$ cat src/rtl/rss_pkg.sv
// Constants, register layout and types shared by the rail step sequencer
package rss_pkg;

  // ****************************************************************
  // Register map
  // ****************************************************************
  localparam logic [7:0] RSS_OFS_DELAY_LOW = 8'h20;
  localparam logic [7:0] RSS_OFS_LAST_FACTOR = 8'h21;
  localparam logic [7:0] RSS_OFS_BUCK_ASSIGN = 8'h22;
  localparam logic [7:0] RSS_RST_DELAY_LOW = 8'h00;
  localparam logic [7:0] RSS_RST_LAST_FACTOR = 8'h00;
  localparam logic [7:0] RSS_RST_BUCK_ASSIGN = 8'h98;
  localparam int RSS_FACTOR_BIT = 7;
  localparam int RSS_LAST_GAP_BIT = 0;
  localparam int RSS_FIRST_BUCK_LSB = 0;
  localparam int RSS_SECOND_BUCK_LSB = 4;
  localparam int RSS_FIELD_W = 4;

  // ****************************************************************
  // Step numbering
  // ****************************************************************
  localparam logic [3:0] RSS_STEP_FIRST = 4'h1;
  localparam logic [3:0] RSS_STEP_LAST = 4'ha;
  localparam logic [3:0] RSS_STEP_LOW_REG_MAX = 4'h8;
  localparam logic [3:0] RSS_BUCK_STEP_MIN = 4'h3;
  localparam logic [3:0] RSS_BUCK_STEP_MAX = 4'ha;
  localparam logic [3:0] RSS_SEAL_STEP_MAX = 4'h2;

  // ****************************************************************
  // Timing
  // ****************************************************************
  localparam int RSS_CLK_MHZ = 250;
  localparam int RSS_GAP_SHORT_US = 2000;
  localparam int RSS_GAP_LONG_US = 5000;
  localparam int RSS_GAP_SHORT_CYC = RSS_GAP_SHORT_US * RSS_CLK_MHZ;
  localparam int RSS_GAP_LONG_CYC = RSS_GAP_LONG_US * RSS_CLK_MHZ;
  localparam int RSS_DOWN_FACTOR = 10;
  localparam int RSS_TMR_W = 24;

  // ****************************************************************
  // Types
  // ****************************************************************
  typedef struct packed {
    logic [7:0] delay_low;
    logic factor;
    logic last_gap;
    logic [7:0] buck_assign;
  } rss_regs_t;

  typedef enum logic [2:0] {
    RSS_IDLE,
    RSS_UP_STROBE,
    RSS_UP_WAIT,
    RSS_DN_STROBE,
    RSS_DN_WAIT
  } rss_state_t;

  // Field code places a rail at this step only for codes 3h..Ah
  function automatic logic rss_step_owned(input logic [3:0] code, input logic [3:0] step);
    return (code == step) && (code >= RSS_BUCK_STEP_MIN) && (code <= RSS_BUCK_STEP_MAX);
  endfunction

  function automatic logic rss_code_valid(input logic [3:0] code);
    return (code >= RSS_BUCK_STEP_MIN) && (code <= RSS_BUCK_STEP_MAX);
  endfunction

endpackage

$ cat src/rtl/rss_regfile.sv
// Write-protected timing and step-assignment registers
`timescale 1ns/1ps
module rss_regfile
  import rss_pkg::*;
(
  input wire logic clock,
  input wire logic sys_rst,
  input wire logic ce,
  input wire logic wr_unlock,
  input wire logic reg_we,
  input wire logic [7:0] reg_addr,
  input wire logic [7:0] reg_wdata,
  output rss_regs_t regs
);

  rss_regs_t regs_ff;
  rss_regs_t nxt_regs;

  // ****************************************************************
  // Next values
  // ****************************************************************
  always_comb begin
    nxt_regs = regs_ff;
    if (reg_we && wr_unlock) begin
      case (reg_addr)
        RSS_OFS_DELAY_LOW: begin
          nxt_regs.delay_low = reg_wdata;
        end
        RSS_OFS_LAST_FACTOR: begin
          nxt_regs.factor = reg_wdata[RSS_FACTOR_BIT];
          nxt_regs.last_gap = reg_wdata[RSS_LAST_GAP_BIT];
        end
        RSS_OFS_BUCK_ASSIGN: begin
          nxt_regs.buck_assign = reg_wdata;
        end
        default: begin
          nxt_regs = regs_ff;
        end
      endcase
    end
  end

  always_ff @(posedge clock or posedge sys_rst) begin
    if (sys_rst) begin
      regs_ff.delay_low <= RSS_RST_DELAY_LOW;
      regs_ff.factor <= RSS_RST_LAST_FACTOR[RSS_FACTOR_BIT];
      regs_ff.last_gap <= RSS_RST_LAST_FACTOR[RSS_LAST_GAP_BIT];
      regs_ff.buck_assign <= RSS_RST_BUCK_ASSIGN;
    end else if (ce) begin
      regs_ff <= nxt_regs;
    end
  end

  assign regs = regs_ff;
endmodule

$ cat src/rtl/rss_gap_timer.sv
// Down-counter that times one gap between sequence steps
`timescale 1ns/1ps
module rss_gap_timer
  import rss_pkg::*;
#(
  parameter int TMR_W = RSS_TMR_W
)
(
  input wire logic clock,
  input wire logic sys_rst,
  input wire logic ce,
  input wire logic load,
  input wire logic [TMR_W-1:0] load_cycles,
  output logic done
);

  logic [TMR_W-1:0] cnt_ff;
  logic [TMR_W-1:0] nxt_cnt;

  always_comb begin
    nxt_cnt = cnt_ff;
    if (load) begin
      nxt_cnt = load_cycles;
    end else if (cnt_ff != '0) begin
      nxt_cnt = cnt_ff - TMR_W'(1);
    end
  end

  always_ff @(posedge clock or posedge sys_rst) begin
    if (sys_rst) begin
      cnt_ff <= '0;
    end else if (ce) begin
      cnt_ff <= nxt_cnt;
    end
  end

  // Done while the last counted cycle is held
  assign done = (cnt_ff == TMR_W'(1));

endmodule

$ cat src/rtl/rss_sequencer.sv
// Power-rail step sequencer with programmable gaps and core buck slots
//
// Contract
// Gaps one to eight chosen by first register
// Gap nine chosen by second register bit 0
// Factor bit multiplies power-down gaps by ten
// Factor bit never alters power-up gaps
// Buck fields 3h..Ah enable at step three..ten
// Other field codes leave the rail unsequenced
// Step assignment register resets to 98h
// First delay register resets to zero
// Second register resets zero, bits 6-1 zero
// Steps one, two only while seal clear
// Ascend on power-up, descend on power-down
// Writes accepted only when unlocked
`timescale 1ns/1ps
module rss_sequencer
  import rss_pkg::*;
#(
  parameter int GAP_SHORT_CYC = RSS_GAP_SHORT_CYC,
  parameter int GAP_LONG_CYC = RSS_GAP_LONG_CYC
)
(
  input wire logic clock,
  input wire logic sys_rst,
  input wire logic ce,
  input wire logic wr_unlock,
  input wire logic reg_we,
  input wire logic reg_re,
  input wire logic [7:0] reg_addr,
  input wire logic [7:0] reg_wdata,
  output logic [7:0] rd_data_ff,
  input wire logic power_up_req,
  input wire logic power_down_req,
  input wire logic freshness_seal_flag,
  output logic [9:0] step_strobe_ff,
  output logic step_dir_up_ff,
  output logic first_core_buck_en_ff,
  output logic second_core_buck_en_ff,
  output logic busy_ff,
  output logic powered_ff
);

  // ****************************************************************
  // Registers
  // ****************************************************************
  rss_regs_t regs;
  logic [7:0] nxt_rd_data;

  rss_regfile u_regfile (
    .clock(clock),
    .sys_rst(sys_rst),
    .ce(ce),
    .wr_unlock(wr_unlock),
    .reg_we(reg_we),
    .reg_addr(reg_addr),
    .reg_wdata(reg_wdata),
    .regs(regs)
  );

  always_comb begin
    nxt_rd_data = rd_data_ff;
    if (reg_re) begin
      case (reg_addr)
        RSS_OFS_DELAY_LOW: begin
          nxt_rd_data = regs.delay_low;
        end
        RSS_OFS_LAST_FACTOR: begin
          nxt_rd_data = {regs.factor, 6'h00, regs.last_gap};
        end
        RSS_OFS_BUCK_ASSIGN: begin
          nxt_rd_data = regs.buck_assign;
        end
        default: begin
          nxt_rd_data = 8'h00;
        end
      endcase
    end
  end

  always_ff @(posedge clock or posedge sys_rst) begin
    if (sys_rst) begin
      rd_data_ff <= 8'h00;
    end else if (ce) begin
      rd_data_ff <= nxt_rd_data;
    end
  end

  // ****************************************************************
  // Gap selection
  // ****************************************************************
  logic [3:0] first_buck_step_field;
  logic [3:0] second_buck_step_field;
  assign first_buck_step_field = regs.buck_assign[RSS_FIRST_BUCK_LSB +: RSS_FIELD_W];
  assign second_buck_step_field = regs.buck_assign[RSS_SECOND_BUCK_LSB +: RSS_FIELD_W];

  // Select bit of the gap between step lower and lower+1
  function automatic logic gap_long(input logic [3:0] lower, input rss_regs_t r);
    if (lower <= RSS_STEP_LOW_REG_MAX) begin
      return r.delay_low[3'(lower - 4'h1)];
    end
    return r.last_gap;
  endfunction

  // Cycle count of one gap, optionally scaled for power-down
  function automatic logic [RSS_TMR_W-1:0] gap_cycles(input logic long_sel, input logic scale);
    logic [RSS_TMR_W-1:0] base;
    base = long_sel ? RSS_TMR_W'(GAP_LONG_CYC) : RSS_TMR_W'(GAP_SHORT_CYC);
    if (scale) begin
      return RSS_TMR_W'(base * RSS_TMR_W'(RSS_DOWN_FACTOR));
    end
    return base;
  endfunction

  // ****************************************************************
  // Step state machine
  // ****************************************************************
  rss_state_t state_ff;
  rss_state_t nxt_state;
  logic [3:0] step_ff;
  logic [3:0] nxt_step;
  logic [9:0] nxt_strobe;
  logic nxt_dir_up;
  logic nxt_first_en;
  logic nxt_second_en;
  logic nxt_busy;
  logic nxt_powered;
  logic tmr_load;
  logic [RSS_TMR_W-1:0] tmr_cycles;
  logic tmr_done;

  rss_gap_timer #(
    .TMR_W(RSS_TMR_W)
  ) u_timer (
    .clock(clock),
    .sys_rst(sys_rst),
    .ce(ce),
    .load(tmr_load),
    .load_cycles(tmr_cycles),
    .done(tmr_done)
  );

  always_comb begin
    nxt_state = state_ff;
    nxt_step = step_ff;
    nxt_strobe = 10'h000;
    nxt_dir_up = step_dir_up_ff;
    nxt_first_en = first_core_buck_en_ff;
    nxt_second_en = second_core_buck_en_ff;
    nxt_powered = powered_ff;
    tmr_load = 1'b0;
    tmr_cycles = '0;
    case (state_ff)
      RSS_IDLE: begin
        if (power_up_req && !powered_ff) begin
          nxt_state = RSS_UP_STROBE;
          nxt_step = RSS_STEP_FIRST;
          nxt_dir_up = 1'b1;
        end else if (power_down_req && powered_ff) begin
          nxt_state = RSS_DN_STROBE;
          nxt_step = RSS_STEP_LAST;
          nxt_dir_up = 1'b0;
        end
      end
      RSS_UP_STROBE: begin
        // Steps one and two run only while the seal is intact
        if (step_ff > RSS_SEAL_STEP_MAX || !freshness_seal_flag) begin
          nxt_strobe[4'(step_ff - 4'h1)] = 1'b1;
        end
        if (rss_step_owned(first_buck_step_field, step_ff)) begin
          nxt_first_en = 1'b1;
        end
        if (rss_step_owned(second_buck_step_field, step_ff)) begin
          nxt_second_en = 1'b1;
        end
        if (step_ff == RSS_STEP_LAST) begin
          nxt_state = RSS_IDLE;
          nxt_powered = 1'b1;
        end else begin
          tmr_load = 1'b1;
          tmr_cycles = gap_cycles(gap_long(step_ff, regs), 1'b0) - RSS_TMR_W'(1);
          nxt_state = RSS_UP_WAIT;
        end
      end
      RSS_UP_WAIT: begin
        if (tmr_done) begin
          nxt_step = step_ff + 4'h1;
          nxt_state = RSS_UP_STROBE;
        end
      end
      RSS_DN_STROBE: begin
        // A broken seal keeps steps one and two, so backup rails stay on
        if (step_ff > RSS_SEAL_STEP_MAX || !freshness_seal_flag) begin
          nxt_strobe[4'(step_ff - 4'h1)] = 1'b1;
        end
        if (rss_step_owned(first_buck_step_field, step_ff)) begin
          nxt_first_en = 1'b0;
        end
        if (rss_step_owned(second_buck_step_field, step_ff)) begin
          nxt_second_en = 1'b0;
        end
        if (step_ff == RSS_STEP_FIRST) begin
          nxt_state = RSS_IDLE;
          nxt_powered = 1'b0;
        end else begin
          tmr_load = 1'b1;
          tmr_cycles = gap_cycles(gap_long(step_ff - 4'h1, regs), regs.factor) - RSS_TMR_W'(1);
          nxt_state = RSS_DN_WAIT;
        end
      end
      RSS_DN_WAIT: begin
        if (tmr_done) begin
          nxt_step = step_ff - 4'h1;
          nxt_state = RSS_DN_STROBE;
        end
      end
      default: begin
        nxt_state = RSS_IDLE;
      end
    endcase
    nxt_busy = (nxt_state != RSS_IDLE);
  end

  always_ff @(posedge clock or posedge sys_rst) begin
    if (sys_rst) begin
      state_ff <= RSS_IDLE;
      step_ff <= RSS_STEP_FIRST;
      step_strobe_ff <= 10'h000;
      step_dir_up_ff <= 1'b0;
      first_core_buck_en_ff <= 1'b0;
      second_core_buck_en_ff <= 1'b0;
      busy_ff <= 1'b0;
      powered_ff <= 1'b0;
    end else if (ce) begin
      state_ff <= nxt_state;
      step_ff <= nxt_step;
      step_strobe_ff <= nxt_strobe;
      step_dir_up_ff <= nxt_dir_up;
      first_core_buck_en_ff <= nxt_first_en;
      second_core_buck_en_ff <= nxt_second_en;
      busy_ff <= nxt_busy;
      powered_ff <= nxt_powered;
    end
  end

  // ****************************************************************
  // Checks
  // ****************************************************************
  logic up_load;
  logic dn_load;
  assign up_load = ce && tmr_load && (state_ff == RSS_UP_STROBE);
  assign dn_load = ce && tmr_load && (state_ff == RSS_DN_STROBE);
endmodule

$ cat config.mk
export PLATFORM = sky130hd
export DESIGN_NAME = rss_sequencer
export DESIGN_NICKNAME = d
export VERILOG_FILES = /design/src/rtl/rss_pkg.sv /design/src/rtl/rss_regfile.sv /design/src/rtl/rss_gap_timer.sv /design/src/rtl/rss_sequencer.sv
export SDC_FILE = /design/constraint.sdc
export NUM_CORES = 1
export LEC_CHECK = 0
export BUFFER_PORTS_ARGS = -buffer_cell sky130_fd_sc_hd__clkbuf_2
export CAP_MARGIN = 20
export CORE_MARGIN = 4
export CORE_UTILIZATION = 40
export CTS_BUF_LIST = sky130_fd_sc_hd__clkbuf_2 sky130_fd_sc_hd__clkbuf_4 sky130_fd_sc_hd__clkbuf_8
export CTS_CLUSTER_DIAMETER = 40
export DETAILED_ROUTE_END_ITERATION = 10
export MAX_ROUTING_LAYER = met4
export PLACE_DENSITY_LB_ADDON = 0.2
export SLEW_MARGIN = 25
export SYNTH_ARGS = -nofsm -noshare
export SYNTH_HDL_FRONTEND = slang
export SYNTH_SLANG_ARGS = --single-unit
$ cat constraint.sdc
create_clock -name clock -period 9.1 [get_ports clock]
set_input_delay 0.455 -clock clock [delete_from_list [all_inputs] [get_ports clock]]
set_output_delay 0.455 -clock clock [all_outputs]
set_load 0.02 [all_outputs]
Word-level counts from Yosys, hierarchy flattened
Cells that the tools add are included.

storage, ports and cells
  bits in registers = 72
  logic and storage cells = 145
  bits of input ports = 25
  output and inout port bits = 23

operators by class
  equal/unequal tests = 21
  $lt $le $gt $ge = 11
  muxes and demuxes = 63
  reduce and logical (&&, ||, !) cells = 29
  $mul = 1
  add/subtract/negate cells = 6

operators by type and width
  kind                     count
  $mux W24                 8
  $pmux W24 S2             1
  $sub A24 B1 Y24 const B  2
  $mux W21                 2
  $mux W1                  30
  $eq A24 B1 Y1 const B    1
  $eq A8 B6 Y1 const B     3
  $pmux W8 S3              1
  $reduce_bool A24 Y1      1
  $mul A21 B3 Y23 const B  1
  $sub A21 B1 Y22 const B  1
  $mux W10                 2
  $le A4 B4 Y1 const B     4
  $mux W4                  4
  $ne A2 B2 Y1 const B     8
  $mux W3                  5
  $pmux W3 S5              1
  $pmux W4 S3              1
  $reduce_and A3 Y1        4
  $reduce_and A4 Y1        3
  $eq A4 B4 Y1             2
  $ge A4 B2 Y1 const B     2
  $logic_and A1 B1 Y1      8
  $lt A3 B4 Y1 const B     2
  other kinds (24)         34

Depth between registers and ports, before layout
  word-level depth = 18
  depth in mapped cells = 13

Cells and area by module
A second synthesis with hierarchy kept.

second synthesis, totals
  cell total of the unflattened synthesis = 497
  area, all modules = 4643.2 sq um

modules (own cells, without submodules)
  module         seq. area each (sq um)  instances  area each (sq um)  cells an instance
  rss_sequencer  752.0                   1          2245.9             255
  rss_gap_timer  600.6                   1          1652.8             197
  rss_regfile    454.2                   1          744.5              45

Worst setup path before layout
Ideal clock, no wire load.

  kind = register -> register
  start = register step_ff[0]
  end = register u_timer.cnt_ff[9]
  stages on the path, launching flop included = 12
  arrival = 3039 ps
  path slack = 5991 ps
  path buffers = 1
  cells stage by stage = dfstp_2 > clkbuf_1 > inv_1 > ha_1 > xor3_1 > mux4_2 > mux2i_1 > mux2i_1 > ha_1 > a2111oi_0 > a31oi_1 > nand3_1

on the way
  word-level cells in the longest chain between the ends = 18

ends and longest elaborated chain
  element                                        line                                        text
  from (decl)                                    rss_sequencer.sv:120                        logic [3:0] step_ff;
  from (signal assigned)                         rss_sequencer.sv:236                        step_ff <= nxt_step;
  $sub A4 B1 Y4                                  rss_sequencer.sv:207                        tmr_cycles = gap_cycles(gap_long(step_ff - 4'h1, regs), regs.factor) - RSS_TMR_W'(1);
  $sub A3 B1 Y3 or $le A4 B4 Y1 (tied branches)  rss_sequencer.sv:100, rss_sequencer.sv:99
  $bmux W1 S3 or $mux W1 (tied branches)         rss_sequencer.sv:100, rss_sequencer.sv:99
  $mux W1 (on tied branches)                     rss_sequencer.sv:100, rss_sequencer.sv:202
  $mux W1 (on tied branches)                     rss_sequencer.sv:99, rss_sequencer.sv:153
  $mux W1                                        rss_sequencer.sv:102                        return r.last_gap;
  $mux W1                                        rss_sequencer.sv:202                        if (step_ff == RSS_STEP_FIRST) begin
  $mux W1                                        rss_sequencer.sv:153                        case (state_ff)
  [... 2 more ...]                               n/a
  $mux W24                                       rss_sequencer.sv:109                        if (scale) begin
  $mux W24                                       rss_sequencer.sv:112                        return base;
  $mux W24                                       rss_sequencer.sv:202
  $mux W24                                       rss_sequencer.sv:153
  $sub A24 B1 Y24                                rss_sequencer.sv:207
  $mux W24                                       rss_sequencer.sv:202
  $pmux W24 S2                                   rss_sequencer.sv:153
  $mux W24                                       rss_gap_timer.sv:22                         if (load) begin
  to (signal assigned)                           rss_gap_timer.sv:33                         cnt_ff <= nxt_cnt;
  to (decl)                                      rss_gap_timer.sv:17                         logic [TMR_W-1:0] cnt_ff;

Parallel ways exist; a longest one is shown, timed or not. The select of a mux whose other input is x is not followed.
A chain may end at the register's enable or synchronous reset.

Worst setup path in the final report
  start = register step_ff[0]
  end = register u_timer.cnt_ff[8]

Same word-level chain as after synthesis.

==> out/results.txt <==
max-slew violations: 0
Post-Syn Instances: 464
Worst slew margin: 0.389
DP Worst Slack: 5.52 ns
Placed Area: 4790 um2
HPWL Detailed: 8.32 mm
setup_tns: 0 ns
final core utilization: 0.463
critical path endpoint category: register
Worst Path Arrival: 3.85 ns
pin count of the biggest net entering global routing: 54
Final period util: 0.399
Design Area, Final: 5010 um2
min Tclk post-route: 3.63 ns
largest area contributor in the netlist: dfrtp_1
Worst Hold Class: input port to async pin
yosys warns: 0
DR pass1 iterations: 5
Yosys cell types: 65
Clock Tree Root: clkbuf_8
Post-Syn Area: 4450 um2
status: complete, no violations
static leakage: 2.20 nW
final net count: 544
unrepaired setup endpoints after global routing: no
CTS resizes: 0
worst hold margin: 0.0657 ns
DRC: 0
I/O Buffers: 47
max-cap viol count: 0
Max FO, Critical Path: 21
via count: 3739
Routed wire per std cell: 17.7 um
worst vdd ir: 0.000118 V
Final ANT Viol Nets: 0
Post-synth ARST share: 1.00
Slew @ Worst Pin: 0.916 ns
Fin. Hold Viols: 0
Inserted Clock Buffers: 9
Startpoint Class: register
first-pass GRT wire length: 19.2 mm
#FFs+latches synth: 72
DIE AREA: 12900 um2
First DRT Iteration DRCs: 287
GP Congestion: 0.879
Power Density: 260 nW/um2
Mapped Avg Cell Area: 9.58 um2
Die Wd: 113 um
gr ovfl total: 0
Clock Path Buffers: 2
core area: 10800 um2
Total Power: 1.30 mW
number of synthesized flops with an enable pin: 0
TritonCTS Sinks: 72
CTS tree: built
Seq/Total Area, Yosys: 0.406
antenna violations before repair: 0
Post-Place Cells: 631
share of layout cells above drive strength 1: 0.223
Setup WS post-layout: 5.47 ns
Worst Path Required: 9.32 ns
Finished Layout Cells: 647
fillcell total: 1043
final setup vio count: 0
Post-CTS Setup Bufs: 0
Synth top area share: 0.383
Clock transition at path regs: 0.08 ns
post-synthesis net count: 506
area growth from synthesis to layout: 12.8%
CTS H-tree depth: 3
vias in the first global route: 3723
Peak Freq: 275 MHz
post-cts hold buffer count: 0
ys flop type: dfrtp_1
Worst Clk Skew: 0.0141 ns
Antenna diodes: 0
Routed WL: 11.5 mm
Clock Latency Late Sink: 0.37 ns
Total GRT Usage: 0.193
Die Ht: 113 um
Top Ports: 48
vias per std cell: 5.78
std cell rows: 38
Synth area leaders: dfrtp_1, mux2_2, ha_1
WS Path Type: register to register
Initial Util: 0.410
## final cells by class
| type | instances | area (um2) | area share |
|---|---|---|---|
| clock inverters | 5 | 81.3 | 0.0162 |
| flip-flops and latches | 72 | 1810 | 0.360 |
| clock buffers | 11 | 145 | 0.0289 |
| well taps | 140 | 175 | 0.0349 |
| repair buffers | 51 | 265 | 0.0529 |
| inverters | 18 | 67.6 | 0.0135 |
| multi-input cells | 350 | 2470 | 0.493 |
## cells in the final DEF (no fill, tap or decap), types with 3 or more instances in the layout
master     synthesis  layout
nand4_1            3       3
o2bb2ai_1         11      11
a31oi_1           17      17
dfstp_2            4       4
a311oi_1           4       4
mux2i_1           14      14
o32a_1             4       4
buf_4              1       4
mux4_2             3       3
and2_1             6       6
clkbuf_8           0      10
o21ai_0           30      30
a32oi_1            3       3
nand2_1           37      37
o31ai_1            7       7
nand3b_1           4       4
nand2b_1           8       8
a21oi_1           30      30
clkbuf_2           0      47
nor4_1             7       7
a22o_1             6       6
nor3_1            13      13
ha_1              17      17
nand3_1            9       9
o22ai_1            4       4
inv_1             17      16
nor2_1            35      35
xor2_1             3       3
mux2_2            22      22
xnor2_1            4       4
a211oi_1           4       4
dfrtp_1           68      68
nor3b_1            3       3
nor3_2             3       3
## registers in the layout (all words and copies together) (netlist names)
name,count
first_core_buck_en_ff,1
u_timer.cnt_ff,24
step_dir_up_ff,1
rd_data_ff,8
busy_ff,1
step_ff,4
u_regfile.regs,18
powered_ff,1
step_strobe_ff,10
second_core_buck_en_ff,1
state_ff,3
## path summary, 6_finish.rpt
path                                     from                 end  slack (ns)  cells after the start
min in group clock               reg_wdata[7]   u_regfile.regs[7]        0.32                      3
worst max-delay path               step_ff[0]   u_timer.cnt_ff[8]        5.47                     12
worst min-delay path                  sys_rst          powered_ff        0.07                      2
worst max register to register     step_ff[0]   u_timer.cnt_ff[8]        5.47                     12
max in group asynchronous             sys_rst  u_timer.cnt_ff[13]        8.00                      3
worst min register to register  rd_data_ff[4]       rd_data_ff[4]        0.49                      2
## critical path: stages (launching register included)
cell and delay [ns]:
dfstp_2 0.77, inv_1 0.24, ha_1 0.40, xor3_1 0.29
mux4_2 0.35, mux2i_1 0.06, mux2i_1 0.43, inv_1 0.17
ha_1 0.26, nor2_1 0.14, nor2_1 0.05, a311oi_1 0.23
o21ai_0 0.11
## per-layer routing
metal	track usage	part of all wire	up-vias	routed length (um)
li1	-	-	1799	-
met1	0.269	0.49	1830	5640
met2	0.289	0.45	95	5130
met3	0.0334	0.045	15	511
met4	0.0585	0.015	0	168
met5	-	0	-	0
## synthesized netlist by cell type, types with 3 or more instances
library cell	n
nand2_1	37
o31ai_1	7
nor3b_1	3
a32oi_1	3
nand3b_1	4
buf_2	3
dfstp_2	4
nand3_1	9
nor3_2	3
ha_1	17
a311oi_1	4
o22ai_1	4
o21ai_0	30
mux2i_1	14
nor4_1	7
o32a_1	4
nand2b_1	8
a211oi_1	4
xnor2_1	4
and2_1	6
nor2_1	35
xor2_1	3
mux2_2	22
clkbuf_1	19
a21oi_1	30
inv_1	17
nor3_1	13
nand4_1	3
a31oi_1	17
mux4_2	3
dfrtp_1	68
a22o_1	6
o2bb2ai_1	11
## cells by family after synthesis
family,Yosys count,synth area share
AOI/OAI and AO/OA,136,0.204
xor gates and xnor gates,8,0.0191
muxes,39,0.102
DFF,72,0.406
and+or+nand+nor,150,0.183
adders and majority gates,17,0.0478
buffers and inverters,42,0.0371
## report_power, final
part / internal, mW / total, mW / switching (mW)
sequential: 0.384 / 0.493 / 0.109
clock: 0.165 / 0.294 / 0.129
combinational: 0.214 / 0.517 / 0.302
total: 0.764 / 1.30 / 0.541
Note: power is estimated with default switching activity, not from simulation.
